<file path="src/rtl/dfic_pkg.sv">
// Purpose: constants and carriers for the format and identify command block
// Assumes: host task-file logic runs on the same clock as the device
// Notes: status and error bytes are built from named bit positions
package dfic_pkg;

    // ----------------------------------------
    // command codes and feature codes
    // ----------------------------------------
    localparam logic [7:0] CMD_FMT_TRACK = 8'h50;
    localparam logic [7:0] CMD_FMT_UNIT = 8'hF7;
    localparam logic [7:0] CMD_IDENTIFY = 8'hEC;
    localparam logic [7:0] FEAT_MERGE_DEFECTS = 8'h11;

    // ----------------------------------------
    // device register fields
    // ----------------------------------------
    localparam int DEV_LBA_BIT = 6;
    localparam int DEV_HEAD_MSB = 3;

    // ----------------------------------------
    // status and error bit positions
    // ----------------------------------------
    localparam int STAT_BSY = 7;
    localparam int STAT_RDY = 6;
    localparam int STAT_DSC = 4;
    localparam int STAT_DRQ = 3;
    localparam int STAT_ERR = 0;
    localparam int ERR_IDN = 4;
    localparam int ERR_ABT = 2;

    // ----------------------------------------
    // status and error byte values
    // ----------------------------------------
    localparam logic [7:0] STATUS_IDLE = (8'h01 << STAT_RDY) | (8'h01 << STAT_DSC);
    localparam logic [7:0] STATUS_BUSY = STATUS_IDLE | (8'h01 << STAT_BSY);
    localparam logic [7:0] STATUS_XFER = STATUS_IDLE | (8'h01 << STAT_DRQ);
    localparam logic [7:0] STATUS_FAIL = STATUS_IDLE | (8'h01 << STAT_ERR);
    localparam logic [7:0] ERROR_NONE = 8'h00;
    localparam logic [7:0] ERROR_ABORT = 8'h01 << ERR_ABT;
    localparam logic [7:0] ERROR_NOT_FOUND = 8'h01 << ERR_IDN;

    // ----------------------------------------
    // identify sector layout
    // ----------------------------------------
    localparam logic [7:0] IDENT_LAST_WORD = 8'hFF;
    localparam logic [15:0] IDENT_W0_BASE = 16'h045A;
    localparam int IDENT_W0_INCOMPLETE = 2;
    localparam logic [15:0] IDENT_W2_COMPLETE = 16'hC837;
    localparam logic [15:0] IDENT_W2_INCOMPLETE = 16'h37C8;
    localparam logic [15:0] IDENT_W6_SECTORS = 16'h003F;

    // ----------------------------------------
    // carriers, states and media operations
    // ----------------------------------------
    typedef struct packed {
        logic [7:0] command;
        logic [7:0] feature;
        logic [7:0] count;
        logic [7:0] lba_low;
        logic [7:0] lba_mid;
        logic [7:0] lba_high;
        logic [7:0] device;
    } dfic_tf_in_t;

    typedef struct packed {
        logic [7:0] status;
        logic [7:0] error;
        logic [7:0] lba_low;
        logic [7:0] lba_mid;
        logic [7:0] lba_high;
        logic [7:0] device;
    } dfic_tf_out_t;

    typedef enum logic [2:0] {
        ST_IDLE = 3'b000,
        ST_TRACK = 3'b001,
        ST_MERGE = 3'b010,
        ST_CLEAR = 3'b011,
        ST_INIT = 3'b100,
        ST_COMMIT = 3'b101,
        ST_IDENT = 3'b110
    } dfic_state_t;

    typedef enum logic [2:0] {
        OP_TRACK = 3'b000,
        OP_MERGE = 3'b001,
        OP_CLEAR = 3'b010,
        OP_INIT = 3'b011,
        OP_COMMIT = 3'b100
    } dfic_op_t;

endpackage

</file>
<file path="src/rtl/dfic_cmd_core.sv">
// Purpose: format track, format unit and identify command handling
// Assumes: host writes the task file then pulses CMD_WR_I on the same clock
// Notes: media work is delegated to a media engine via request and done
`timescale 1ns/100ps

// Operation
// - with the addressing bit clear the head nibble is taken as the head number.
// - after a logical track format the current address is returned in the registers.
// - a logical track format covers only the one track holding the given address.
// - code F7h starts the whole-unit format, which moves no data.
// - whole-unit format merges reassignments into defects, clears them, then initialises.
// - new lists take effect at completion, persist, and the old lists are erased.
// - whole-unit format runs from address 0 to the native maximum.
// - whole-unit format aborts unless a security erase prepare came just before.
// - whole-unit format aborts unless the feature register holds 11h.
// - code ECh sends one sector of identify words to the host.
// - identify word 0 reads 045xh with bit 2 showing incomplete data.
// - identify word 2 reads C837h when complete and 37C8h when incomplete.
// - identify word 6 reads 003Fh sectors per track.
module dfic_cmd_core #(
    parameter logic [7:0] SEC_PREP_CODE = 8'hF3
) (
    input wire logic CLOCK_I,
    input wire logic SYS_RST_I,
    input wire dfic_pkg::dfic_tf_in_t TASKFILE_I,
    input wire logic CMD_WR_I,
    output dfic_pkg::dfic_tf_out_t TASKFILE_O,
    output logic [15:0] DATA_O,
    output logic DATA_VALID_O,
    input wire logic DATA_READY_I,
    input wire logic IDENT_INCOMPLETE_I,
    input wire logic [15:0] CYLINDERS_I,
    input wire logic [15:0] HEADS_I,
    input wire logic [27:0] NATIVE_MAX_I,
    output logic MEDIA_REQ_O,
    output dfic_pkg::dfic_op_t MEDIA_OP_O,
    output logic MEDIA_LBA_MODE_O,
    output logic [27:0] MEDIA_ADDR_O,
    output logic [27:0] MEDIA_LAST_O,
    output logic [3:0] MEDIA_HEAD_O,
    input wire logic MEDIA_DONE_I,
    input wire logic MEDIA_FAIL_I
);

    // ----------------------------------------
    // command decode
    // ----------------------------------------
    dfic_pkg::dfic_state_t state;
    dfic_pkg::dfic_state_t next_state;
    logic prep_armed;
    logic lba_mode;
    logic [27:0] target;
    logic [7:0] word_idx;
    logic [7:0] next_word_idx;
    logic [15:0] rom_word;
    logic take, is_track, is_unit, is_ident, is_prep, unit_ok, abort_now;
    logic word_step, xfer_end, fail_now, last_step;

    assign take = CMD_WR_I && (state == dfic_pkg::ST_IDLE);
    assign is_track = TASKFILE_I.command == dfic_pkg::CMD_FMT_TRACK;
    assign is_unit = TASKFILE_I.command == dfic_pkg::CMD_FMT_UNIT;
    assign is_ident = TASKFILE_I.command == dfic_pkg::CMD_IDENTIFY;
    assign is_prep = TASKFILE_I.command == SEC_PREP_CODE;
    // unit format needs prepare just before and the merge code
    assign unit_ok = prep_armed && (TASKFILE_I.feature == dfic_pkg::FEAT_MERGE_DEFECTS);
    assign abort_now = take && !(is_track || is_ident || is_prep || (is_unit && unit_ok));
    assign word_step = DATA_VALID_O && DATA_READY_I;
    assign xfer_end = word_step && (word_idx == dfic_pkg::IDENT_LAST_WORD);
    assign fail_now = MEDIA_DONE_I && MEDIA_FAIL_I && MEDIA_REQ_O;
    assign last_step = MEDIA_DONE_I && !MEDIA_FAIL_I
                       && (state == dfic_pkg::ST_TRACK || state == dfic_pkg::ST_COMMIT);

    // ----------------------------------------
    // next state
    // ----------------------------------------
    always_comb begin
        next_state = state;
        case (state)
            dfic_pkg::ST_IDLE: begin
                if (take && is_track) begin
                    next_state = dfic_pkg::ST_TRACK;
                end else if (take && is_unit && unit_ok) begin
                    next_state = dfic_pkg::ST_MERGE;
                end else if (take && is_ident) begin
                    next_state = dfic_pkg::ST_IDENT;
                end
            end
            // merge, clear, init, commit in strict order
            dfic_pkg::ST_MERGE: if (MEDIA_DONE_I) next_state = MEDIA_FAIL_I ? dfic_pkg::ST_IDLE
                                                                           : dfic_pkg::ST_CLEAR;
            dfic_pkg::ST_CLEAR: if (MEDIA_DONE_I) next_state = MEDIA_FAIL_I ? dfic_pkg::ST_IDLE
                                                                           : dfic_pkg::ST_INIT;
            dfic_pkg::ST_INIT: if (MEDIA_DONE_I) next_state = MEDIA_FAIL_I ? dfic_pkg::ST_IDLE
                                                                          : dfic_pkg::ST_COMMIT;
            dfic_pkg::ST_TRACK, dfic_pkg::ST_COMMIT: begin
                if (MEDIA_DONE_I) begin
                    next_state = dfic_pkg::ST_IDLE;
                end
            end
            dfic_pkg::ST_IDENT: if (xfer_end) next_state = dfic_pkg::ST_IDLE;
            default: next_state = dfic_pkg::ST_IDLE;
        endcase
    end

    // state register
    always_ff @(posedge CLOCK_I or posedge SYS_RST_I) begin
        if (SYS_RST_I) begin
            state <= dfic_pkg::ST_IDLE;
        end else begin
            state <= next_state;
        end
    end

    // prepare must be the command right before the unit format
    always_ff @(posedge CLOCK_I or posedge SYS_RST_I) begin
        if (SYS_RST_I) begin
            prep_armed <= 1'b0;
        end else if (take) begin
            prep_armed <= is_prep;
        end
    end

    // ----------------------------------------
    // target capture
    // ----------------------------------------
    always_ff @(posedge CLOCK_I or posedge SYS_RST_I) begin
        if (SYS_RST_I) begin
            lba_mode <= 1'b0;
            target <= 28'h0000000;
        end else if (take && is_track) begin
            lba_mode <= TASKFILE_I.device[dfic_pkg::DEV_LBA_BIT];
            // host placed bits 24-27 in head nibble, 0-23 in low/mid/high
            target <= {TASKFILE_I.device[dfic_pkg::DEV_HEAD_MSB:0], TASKFILE_I.lba_high,
                       TASKFILE_I.lba_mid, TASKFILE_I.lba_low};
        end
    end

    // ----------------------------------------
    // media engine requests
    // ----------------------------------------
    always_ff @(posedge CLOCK_I or posedge SYS_RST_I) begin
        if (SYS_RST_I) begin
            MEDIA_REQ_O <= 1'b0;
            MEDIA_OP_O <= dfic_pkg::OP_TRACK;
            MEDIA_LBA_MODE_O <= 1'b0;
            MEDIA_ADDR_O <= 28'h0000000;
            MEDIA_LAST_O <= 28'h0000000;
            MEDIA_HEAD_O <= 4'h0;
        end else begin
            MEDIA_REQ_O <= 1'b0;
            MEDIA_LAST_O <= 28'h0000000;
            case (next_state)
                dfic_pkg::ST_TRACK: begin
                    MEDIA_REQ_O <= 1'b1;
                    MEDIA_OP_O <= dfic_pkg::OP_TRACK;
                    if (take) begin
                        MEDIA_LBA_MODE_O <= TASKFILE_I.device[dfic_pkg::DEV_LBA_BIT];
                        // head nibble is the head number in cylinder mode
                        MEDIA_HEAD_O <= TASKFILE_I.device[dfic_pkg::DEV_HEAD_MSB:0];
                        // one track: the one holding this address, or this cylinder
                        MEDIA_ADDR_O <= TASKFILE_I.device[dfic_pkg::DEV_LBA_BIT]
                            ? {TASKFILE_I.device[dfic_pkg::DEV_HEAD_MSB:0], TASKFILE_I.lba_high,
                               TASKFILE_I.lba_mid, TASKFILE_I.lba_low}
                            : {12'h000, TASKFILE_I.lba_high, TASKFILE_I.lba_mid};
                    end
                end
                dfic_pkg::ST_MERGE: begin
                    MEDIA_REQ_O <= 1'b1;
                    MEDIA_OP_O <= dfic_pkg::OP_MERGE;
                end
                dfic_pkg::ST_CLEAR: begin
                    MEDIA_REQ_O <= 1'b1;
                    MEDIA_OP_O <= dfic_pkg::OP_CLEAR;
                end
                dfic_pkg::ST_INIT: begin
                    MEDIA_REQ_O <= 1'b1;
                    MEDIA_OP_O <= dfic_pkg::OP_INIT;
                    MEDIA_LBA_MODE_O <= 1'b1;
                    // whole native range, host limit not consulted
                    MEDIA_ADDR_O <= 28'h0000000;
                    MEDIA_LAST_O <= NATIVE_MAX_I;
                end
                dfic_pkg::ST_COMMIT: begin
                    MEDIA_REQ_O <= 1'b1;
                    MEDIA_OP_O <= dfic_pkg::OP_COMMIT;
                end
                default: MEDIA_REQ_O <= 1'b0;
            endcase
        end
    end

    // ----------------------------------------
    // identify transfer
    // ----------------------------------------
    assign next_word_idx = (take && is_ident) ? 8'h00
                         : (word_step ? word_idx + 8'h01 : word_idx);

    dfic_ident_rom u_rom (
        .word_idx(next_word_idx),
        .incomplete(IDENT_INCOMPLETE_I),
        .cylinders(CYLINDERS_I),
        .heads(HEADS_I),
        .word(rom_word)
    );

    // one word per accepted handshake, 256 words
    always_ff @(posedge CLOCK_I or posedge SYS_RST_I) begin
        if (SYS_RST_I) begin
            word_idx <= 8'h00;
            DATA_O <= 16'h0000;
            DATA_VALID_O <= 1'b0;
        end else begin
            word_idx <= next_word_idx;
            DATA_O <= rom_word;
            DATA_VALID_O <= (next_state == dfic_pkg::ST_IDENT);
        end
    end

    // ----------------------------------------
    // task-file readback
    // ----------------------------------------
    always_ff @(posedge CLOCK_I or posedge SYS_RST_I) begin
        if (SYS_RST_I) begin
            TASKFILE_O <= '{status: dfic_pkg::STATUS_IDLE, error: dfic_pkg::ERROR_NONE,
                            default: 8'h00};
        end else begin
            if (take) begin
                TASKFILE_O.lba_low <= TASKFILE_I.lba_low;
                TASKFILE_O.lba_mid <= TASKFILE_I.lba_mid;
                TASKFILE_O.lba_high <= TASKFILE_I.lba_high;
                TASKFILE_O.device <= TASKFILE_I.device;
                if (abort_now) begin
                    TASKFILE_O.error <= dfic_pkg::ERROR_ABORT;
                    TASKFILE_O.status <= dfic_pkg::STATUS_FAIL;
                end else begin
                    TASKFILE_O.error <= dfic_pkg::ERROR_NONE;
                    TASKFILE_O.status <= is_prep ? dfic_pkg::STATUS_IDLE
                                       : (is_ident ? dfic_pkg::STATUS_XFER
                                                   : dfic_pkg::STATUS_BUSY);
                end
            end else if (fail_now) begin
                TASKFILE_O.error <= dfic_pkg::ERROR_NOT_FOUND;
                TASKFILE_O.status <= dfic_pkg::STATUS_FAIL;
            end else if (last_step || xfer_end) begin
                TASKFILE_O.status <= dfic_pkg::STATUS_IDLE;
                if (state == dfic_pkg::ST_TRACK && lba_mode) begin
                    // current address back in low/mid/high and head nibble
                    TASKFILE_O.lba_low <= target[7:0];
                    TASKFILE_O.lba_mid <= target[15:8];
                    TASKFILE_O.lba_high <= target[23:16];
                    TASKFILE_O.device[dfic_pkg::DEV_HEAD_MSB:0] <= target[27:24];
                end
            end
        end
    end
endmodule

</file>
<file path="src/rtl/dfic_ident_rom.sv">
// Purpose: identify sector word lookup
// Assumes: index is the word number within the sector
// Notes: words past the covered ones read as zero
`timescale 1ns/100ps
module dfic_ident_rom (
    input wire logic [7:0] word_idx,
    input wire logic incomplete,
    input wire logic [15:0] cylinders,
    input wire logic [15:0] heads,
    output logic [15:0] word
);

    // ----------------------------------------
    // word table
    // ----------------------------------------
    always_comb begin
        case (word_idx)
            8'h00: begin
                word = dfic_pkg::IDENT_W0_BASE;
                word[dfic_pkg::IDENT_W0_INCOMPLETE] = incomplete;
            end
            8'h01: word = cylinders;
            8'h02: word = incomplete ? dfic_pkg::IDENT_W2_INCOMPLETE
                                     : dfic_pkg::IDENT_W2_COMPLETE;
            8'h03: word = heads;
            8'h06: word = dfic_pkg::IDENT_W6_SECTORS;
            default: word = 16'h0000;
        endcase
    end

endmodule

</file>
<file path="config.mk">
export PLATFORM = sky130hd
export DESIGN_NAME = dfic_cmd_core
export DESIGN_NICKNAME = d
export VERILOG_FILES = /design/src/rtl/dfic_pkg.sv /design/src/rtl/dfic_cmd_core.sv /design/src/rtl/dfic_ident_rom.sv
export SDC_FILE = /design/constraint.sdc
export NUM_CORES = 1
export LEC_CHECK = 0
export CORE_ASPECT_RATIO = 0.9
export CORE_MARGIN = 5
export CORE_UTILIZATION = 50
export CTS_BUF_LIST = sky130_fd_sc_hd__clkbuf_4 sky130_fd_sc_hd__clkbuf_8
export CTS_CLUSTER_DIAMETER = 60
export DETAILED_ROUTE_END_ITERATION = 12
export DONT_BUFFER_PORTS = 1
export GPL_TIMING_DRIVEN = 0
export SLEW_MARGIN = 20
export SYNTH_ARGS = -nofsm -noshare
export SYNTH_HDL_FRONTEND = slang
export SYNTH_SLANG_ARGS = --single-unit
</file>
<file path="constraint.sdc">
create_clock -name CLOCK_I -period 6.7 [get_ports CLOCK_I]
set_input_delay 0.67 -clock CLOCK_I [delete_from_list [all_inputs] [get_ports CLOCK_I]]
set_output_delay 0.67 -clock CLOCK_I [all_outputs]
set_load 0.05 [all_outputs]
</file>
======== Word level (Yosys, flattened, before mapping) ========
Index checks and enable logic that the tools add are counted.
W data, S select, Z words.
storage, ports and cells
  register bits ........................... 171
  bits in latches ......................... 0
  bits in writable memories ............... 0
  bits in read-only memories .............. 0
  input bits .............................. 123
  output and inout port bits .............. 130
  word-level logic and storage cells ...... 118
  memories ................................ 0
cells by class
  add/sub/neg operators ................... 1
  multipliers ............................. 0
  divide/modulo/power cells ............... 0
  magnitude comparators ................... 0
  equal/unequal tests ..................... 24
  shifts and indexed selects .............. 0
  mux-type cells .......................... 38
  bitwise logic cells ..................... 0
  reduce and logical (&&, ||, !) cells .... 35
operators with widths
  kind                   number
  $mux W28               3
  $pmux W16 S5           1
  $mux W24               3
  $mux W8                7
  $pmux W28 S2           1
  $mux W40               1
  $eq A8 B8 Y1 const B   4
  $mux W16               2
  $mux W3                10
  $eq A3 B3 Y1 const B   6
  $pmux W3 S6            1
  $eq A8 B2 Y1 const B   2
  $mux W4                4
  $logic_and A1 B1 Y1    15
  $pmux W3 S5            1
  $eq A3 B2 Y1 const B   4
  $add A8 B1 Y8 const B  1
  $eq A8 B1 Y1 const B   1
  $eq A8 B3 Y1 const B   1
  $eq A8 B5 Y1 const B   1
  $eq A8 B7 Y1 const B   1
  $logic_not A8 Y1       1
  $reduce_bool A2 Y1     4
  $eq A3 B1 Y1 const B   2
  13 further kinds       21

======== Logic depth before layout (Yosys ltp) ========
  word-level depth ........................ 10
  mapped depth ............................ 10
  mapped depth without buffers ............ 7

======== Modules after synthesis ========
Synthesis repeated with hierarchy kept, for this count alone.
unflattened totals
  cell total of the unflattened synthesis .. 714
  area total of the unflattened synthesis .. 6919.1 sq um
by module, submodules not included
  module          instances  cells each  area each (sq um)  seq. area each (sq um)
  dfic_cmd_core   1          634         6423.7             4003.8
  dfic_ident_rom  1          80          495.5              0.0

======== Least setup slack after synthesis ========
Ideal clock, no wire load.
  path type ............................... register -> register
  start point ............................. register DATA_VALID_O
  end point ............................... register DATA_O[0]
  setup time .............................. 0.087 ns
  data arrival time ....................... 2.418 ns
  data required time ...................... 6.613 ns
  slack ................................... 4.195 ns
  cell stages (with the launch flop) ...... 8
  buffers on the path ..................... 1
  clock period less this slack ............ 2.505 ns
  path through ............................ dfrtp_1 > nand3_1 > nor3_1 > xor2_1 > nor4b_1 > or4b_4 > buf_6 > o211ai_1
on the way
  word-level cells in the longest chain between the ends .. 5
  elaborated cells on any way between the ends .. 9
  classes of those cells .................. eq/ne: 4; mux: 3; reduce/logical: 2
ends and longest elaborated chain
  element                                     line                  RTL
  start: declaration                          dfic_cmd_core.sv:29   output logic DATA_VALID_O,
  start signal: assignment                    dfic_cmd_core.sv:215  DATA_VALID_O <= (next_state == dfic_pkg::ST_IDENT);
  $logic_and A1 B1 Y1 (*)                     dfic_cmd_core.sv:67   assign word_step = DATA_VALID_O && DATA_READY_I;
  $mux W8 (*)                                 dfic_cmd_core.sv:196  : (word_step ? word_idx + 8'h01 : word_idx);
  $mux W8 (*)                                 dfic_cmd_core.sv:195  assign next_word_idx = (take && is_ident) ? 8'h00
  $eq A8 B3 Y1, or another cell as far along  dfic_ident_rom.sv:17  case (word_idx)
  $pmux W16 S5 (*)                            dfic_ident_rom.sv:17
  named net rom_word[0]                       dfic_cmd_core.sv:55   logic [15:0] rom_word;
  end signal: assignment                      dfic_cmd_core.sv:214  DATA_O <= rom_word;
  end: declaration                            dfic_cmd_core.sv:28   output logic [15:0] DATA_O,
Mark *: on every way through the listed nets, which the timed path passes. The rest lies on a longest branch.
A chain may end at the register's enable or synchronous reset.

======== Worst setup path after layout ========
  start point ............................. register DATA_VALID_O
  end point ............................... register MEDIA_ADDR_O[19]
on the way
  word-level cells in the longest chain between the ends .. 7
  elaborated cells on any way between the ends .. 10
  classes of those cells .................. eq/ne: 3; mux: 3; reduce/logical: 4
ends and longest elaborated chain
  element                                                              line                  RTL
  $logic_and A1 B1 Y1 (*)                                              dfic_cmd_core.sv:67
  $logic_and A1 B1 Y1 (*)                                              dfic_cmd_core.sv:68   assign xfer_end = word_step && (word_idx == dfic_pkg::IDENT_LAST_WORD);
  $mux W3 (*)                                                          dfic_cmd_core.sv:100  dfic_pkg::ST_IDENT: if (xfer_end) next_state = dfic_pkg::ST_IDLE;
  $pmux W3 S6 (*)                                                      dfic_cmd_core.sv:78   case (state)
  named net next_state[1]                                              dfic_cmd_core.sv:49   dfic_pkg::dfic_state_t next_state;
  $eq A3 B1 Y1 or $eq A3 B3 Y1 (tied branches)                         dfic_cmd_core.sv:152  case (next_state)
  $ne A2 B2 Y1 (no source line) or $reduce_bool A2 Y1 (tied branches)  -
  $reduce_and A2 Y1 (no source line)                                   -
  end signal: assignment                                               dfic_cmd_core.sv:161  MEDIA_ADDR_O <= TASKFILE_I.device[dfic_pkg::DEV_LBA_BIT]
  end: declaration                                                     dfic_cmd_core.sv:38   output logic [27:0] MEDIA_ADDR_O,
Marked as above.

==> results summary <==
The type of the worst min-delay path is primary input to async pin. In this design, the critical path's most frequently occurring cell is sky130_fd_sc_hd__clkbuf_1. The worst setup path is captured at a flop. The global-route wire length before repair came out at 29500 um. The count of inserted antenna diode cells is 0. The clock drives 160 sinks. The average routed wire per standard cell is about 21 um.

The critical-path maximum fanout is 10. Setup repair after global routing left no endpoint under its margin. The proportion of synthesized flip-flops having asynchronous set or reset came out at 100%. In the post-synthesis netlist, the cell with the most instances is sky130_fd_sc_hd__nand2_1. The global-route usage over all layers came out at between 20% and 30%. The length of the first detailed-routing pass in iterations came out at 4. The initial DRC count came out at 350. The die covers around 17000 sq um. The effective utilization at floorplan is between 50 and 60%. The basic-gate share of the synthesized area counting and, or, nand and nor cells is about a fifth. The arrival time of the worst setup path is 3.44 ns. Across all layers, the routed design uses roughly 5200 vias. The mean instance size in the synthesized netlist came out at between 10 and 15 sq um. The total clock buffers created by CTS is 17. The sum of overflow across all layers after global routing is 0. The sequential share of the synthesized area came out at a little under three fifths. From bottom edge to top edge, the die measures 123 um. The count of fill cells added during filler insertion came out at between 1000 and 1500.

The final number of max-transition violations came out at 0. The run finished with clean final reports. The slew of the pin with the lowest slew margin is around 0.78 ns. Sorting the synthesized cells by area gives the leading types as sky130_fd_sc_hd__dfrtp_1 57%, sky130_fd_sc_hd__nand2_1 9.0%, sky130_fd_sc_hd__mux2i_1 8.5%, sky130_fd_sc_hd__and2_1 2.9%, sky130_fd_sc_hd__a211oi_1 1.9%.

The cell area after layout is around 7800 sq um. By area, the combinational part of the netlist is dominated by simple AND/OR/NAND/NOR gates. Buffers inserted to repair hold after CTS numbered 0. The final critical path time including I/O delays and setup is roughly 3.1 ns.

Wires add up to about 19000 um. Based on the critical path, the design can be clocked at up to between 300 and 400 MHz. The power density of the placed cells came out at between 200 and 300 nW/um^2. The complex-gate fraction of the synthesized area came out at 10.1%. Yosys printed 0 warnings.

Measured along the x axis, the die boundary spans between 100 and 150 um. In this run the static leakage power is approximately 4 nW. Counting both buffers and inverters, the worst setup path holds a total of 2.

The distinct cell type count after synthesis came out at 57. The root buffer cell chosen for the clock tree is sky130_fd_sc_hd__clkbuf_8. The post-route clock period utilization came out at approximately 47%.

The area of the mapped netlist is ~7100 sq um. The number of flip-flops and latches in the synthesized netlist came out at 160. After synthesis, the most frequently instantiated cells are 170 x sky130_fd_sc_hd__nand2_1, 160 x sky130_fd_sc_hd__dfrtp_1, 60 x sky130_fd_sc_hd__mux2i_1. The number of antenna-violating nets in the routed design is 0. The standard cell core area came out at 14000 sq um. Of the cells placed in the final design, the portion with a size suffix greater than 1 is around 10%.

After Yosys synthesis, full adders, half adders and majority gates account for less than 1% of the synthesized area. The final RePlAce weighted congestion is ~0.84. The area growth from synthesis to layout is 10.8%. The total count of hold-check failures in the final report is 0. The kind of critical path is flop to flop. Summed over all nets, the half-perimeter wirelength after detailed placement is between 10000 and 15000 um. The via count of the first global-routing pass came to 5220. The cell area reported after detailed placement is around 7400 sq um. The worst setup skew after layout is between 0.01 and 0.015 ns. Traced cell by cell, the critical path runs through nand3_1, nor4_2, a211o_1, a22oi_2, nor2_1, clkbuf_1, clkbuf_1, a21oi_1. The xor and xnor area share after synthesis is 0.990%. The synthesized design spends more area on one cell type than any other, namely sky130_fd_sc_hd__dfrtp_1. The number of H-tree branching levels is 4. The delay of the slowest cell on the worst path came out at between 0.7 and 0.8 ns. The count of instances resized after the clock tree is built came out at 0. The relative max-transition margin came out at between 40% and 50%. The number of enable flip-flop cells after synthesis came out at 0.

After floorplanning, the core was divided into between 40 and 50 placement rows. The TritonCTS clock tree is built. The commonest register cell after synthesis is sky130_fd_sc_hd__dfrtp_1. The area share of the largest cell type after synthesis came out at 56.6%.

The maximum clock insertion buffer count is 2. The remaining routing DRC violations came out at 0. The largest individual stage delay along the critical path comes from the cell sky130_fd_sc_hd__dfrtp_1. The max-cap violation count came out at 0.

The number of port buffers is 0. The number of setup buffers added after CTS is 0. The fraction of synthesized area in multiplexers came out at under 10%. The number of nets in the layout is approximately 850.

The data required time at the worst endpoint is between 7 and 8 ns. The instance count of the mapped netlist is just under 700. The maximum VDD drop is approximately 0.16 mV. The largest net degree at the start of global routing came out at between 90 and 100. The ratio of routed vias to standard cells is 5.58.

The clock input transition at the sequential cells of the worst setup and hold paths is around 0.080 ns. The final-report setup violation count is 0. STA classifies the critical path startpoint as a flop. The worst-skew pair later-pin latency came out at between 0.4 and 0.5 ns. The cell family contributing the most delay on the critical path is simple AND/OR/NAND/NOR gates. The number of ports placed on the die boundary came out at roughly 250. The initial antenna violation count came out at 0. Adding up every negative setup slack in the final design gives 0 ns.
-- cell type report --
type	instances	area, sq um	share of cell area (%)
sequential	160	4000	51.1
multi-input combinational	482	2810	35.8
buffer	51	269	3.43
clock buffer	18	241	3.08
tap	193	241	3.08
clock inverter	14	213	2.71
inverter	8	37.5	0.479
timing repair buffer	1	27.5	0.351
-- sequential cells by signal, indices dropped and copies added, names as in the netlist --
signal	flops
TASKFILE_O	37
MEDIA_ADDR_O	28
MEDIA_LAST_O	28
target	28
DATA_O	16
word_idx	8
MEDIA_HEAD_O	4
MEDIA_OP_O	3
state	3
DATA_VALID_O	1
MEDIA_LBA_MODE_O	1
MEDIA_REQ_O	1
lba_mode	1
prep_armed	1
-- cells in the final DEF (no fill, tap or decap), types with 7 or more instances in the layout --
master	count
sky130_fd_sc_hd__a211oi_1	18
sky130_fd_sc_hd__a21oi_1	22
sky130_fd_sc_hd__and2_1	33
sky130_fd_sc_hd__buf_2	8
sky130_fd_sc_hd__buf_4	12
sky130_fd_sc_hd__clkbuf_1	25
sky130_fd_sc_hd__clkbuf_8	17
sky130_fd_sc_hd__conb_1	11
sky130_fd_sc_hd__dfrtp_1	160
sky130_fd_sc_hd__inv_1	7
sky130_fd_sc_hd__mux2i_1	60
sky130_fd_sc_hd__nand2_1	170
sky130_fd_sc_hd__nand3_1	24
sky130_fd_sc_hd__nor2_1	29
sky130_fd_sc_hd__o211ai_1	8
sky130_fd_sc_hd__o21ai_0	17
sky130_fd_sc_hd__o21ai_1	20
sky130_fd_sc_hd__xor2_1	7
-- kinds of logic after synthesis --
kind of cell             Yosys count
AND/OR/NAND/NOR                  292
flip-flops                       160
XOR/XNOR                           8
multiplexers                      60
AO/OA/AOI/OAI                    110
other                              2
buffers and inverters             59
adder cells (fa/ha/maj)            1
-- per-layer routing --
metal | track usage [%] | vias up | routed length, um
met5 | 0 | - | 0
met4 | 6.68 | 0 | 310
met3 | 10.7 | 19 | 2280
met2 | 36.6 | 228 | 8810
met1 | 29.5 | 2549 | 7770
li1 | - | 2378 | -
-- through the flow --
stage,setup slack [ns],total power (W),utilization [%],cells,hold slack [ns]
final,3.56,0.00221,56.2,927,0.112
after global routing,3.21,0.00231,56.2,927,0.112
after CTS,3.54,0.00223,56.2,927,0.107
after detailed placement,3.57,0.00143,53.0,895,0.462
after global placement,0.136,0.00142,52.7,894,0.456
after floorplan,1.71,0.00138,-,701,0.443
-- report_power, final --
part	switching, W	internal [W]	total, W	leakage [nW]
clock network	0.000351	0.000448	0.000800	0.231
registers	0.000222	0.00102	0.00124	2.12
logic	0.000107	0.0000619	0.000169	1.66
-- worst paths after layout --
| kind | start | to | slack (ns) | cells after the start |
|---|---|---|---|---|
| min in group CLOCK_I | TASKFILE_I[14] | target[22] | 0.33 | 2 |
| max in group asynchronous | SYS_RST_I | MEDIA_ADDR_O[2] | 5.77 | 2 |
| max | DATA_VALID_O | MEDIA_ADDR_O[19] | 3.56 | 8 |
| max reg2reg | DATA_VALID_O | MEDIA_ADDR_O[19] | 3.56 | 8 |
| min | SYS_RST_I | MEDIA_LAST_O[22] | 0.11 | 1 |
| min reg2reg | target[26] | target[26] | 0.48 | 2 |
(Power assumes the default switching activity.)
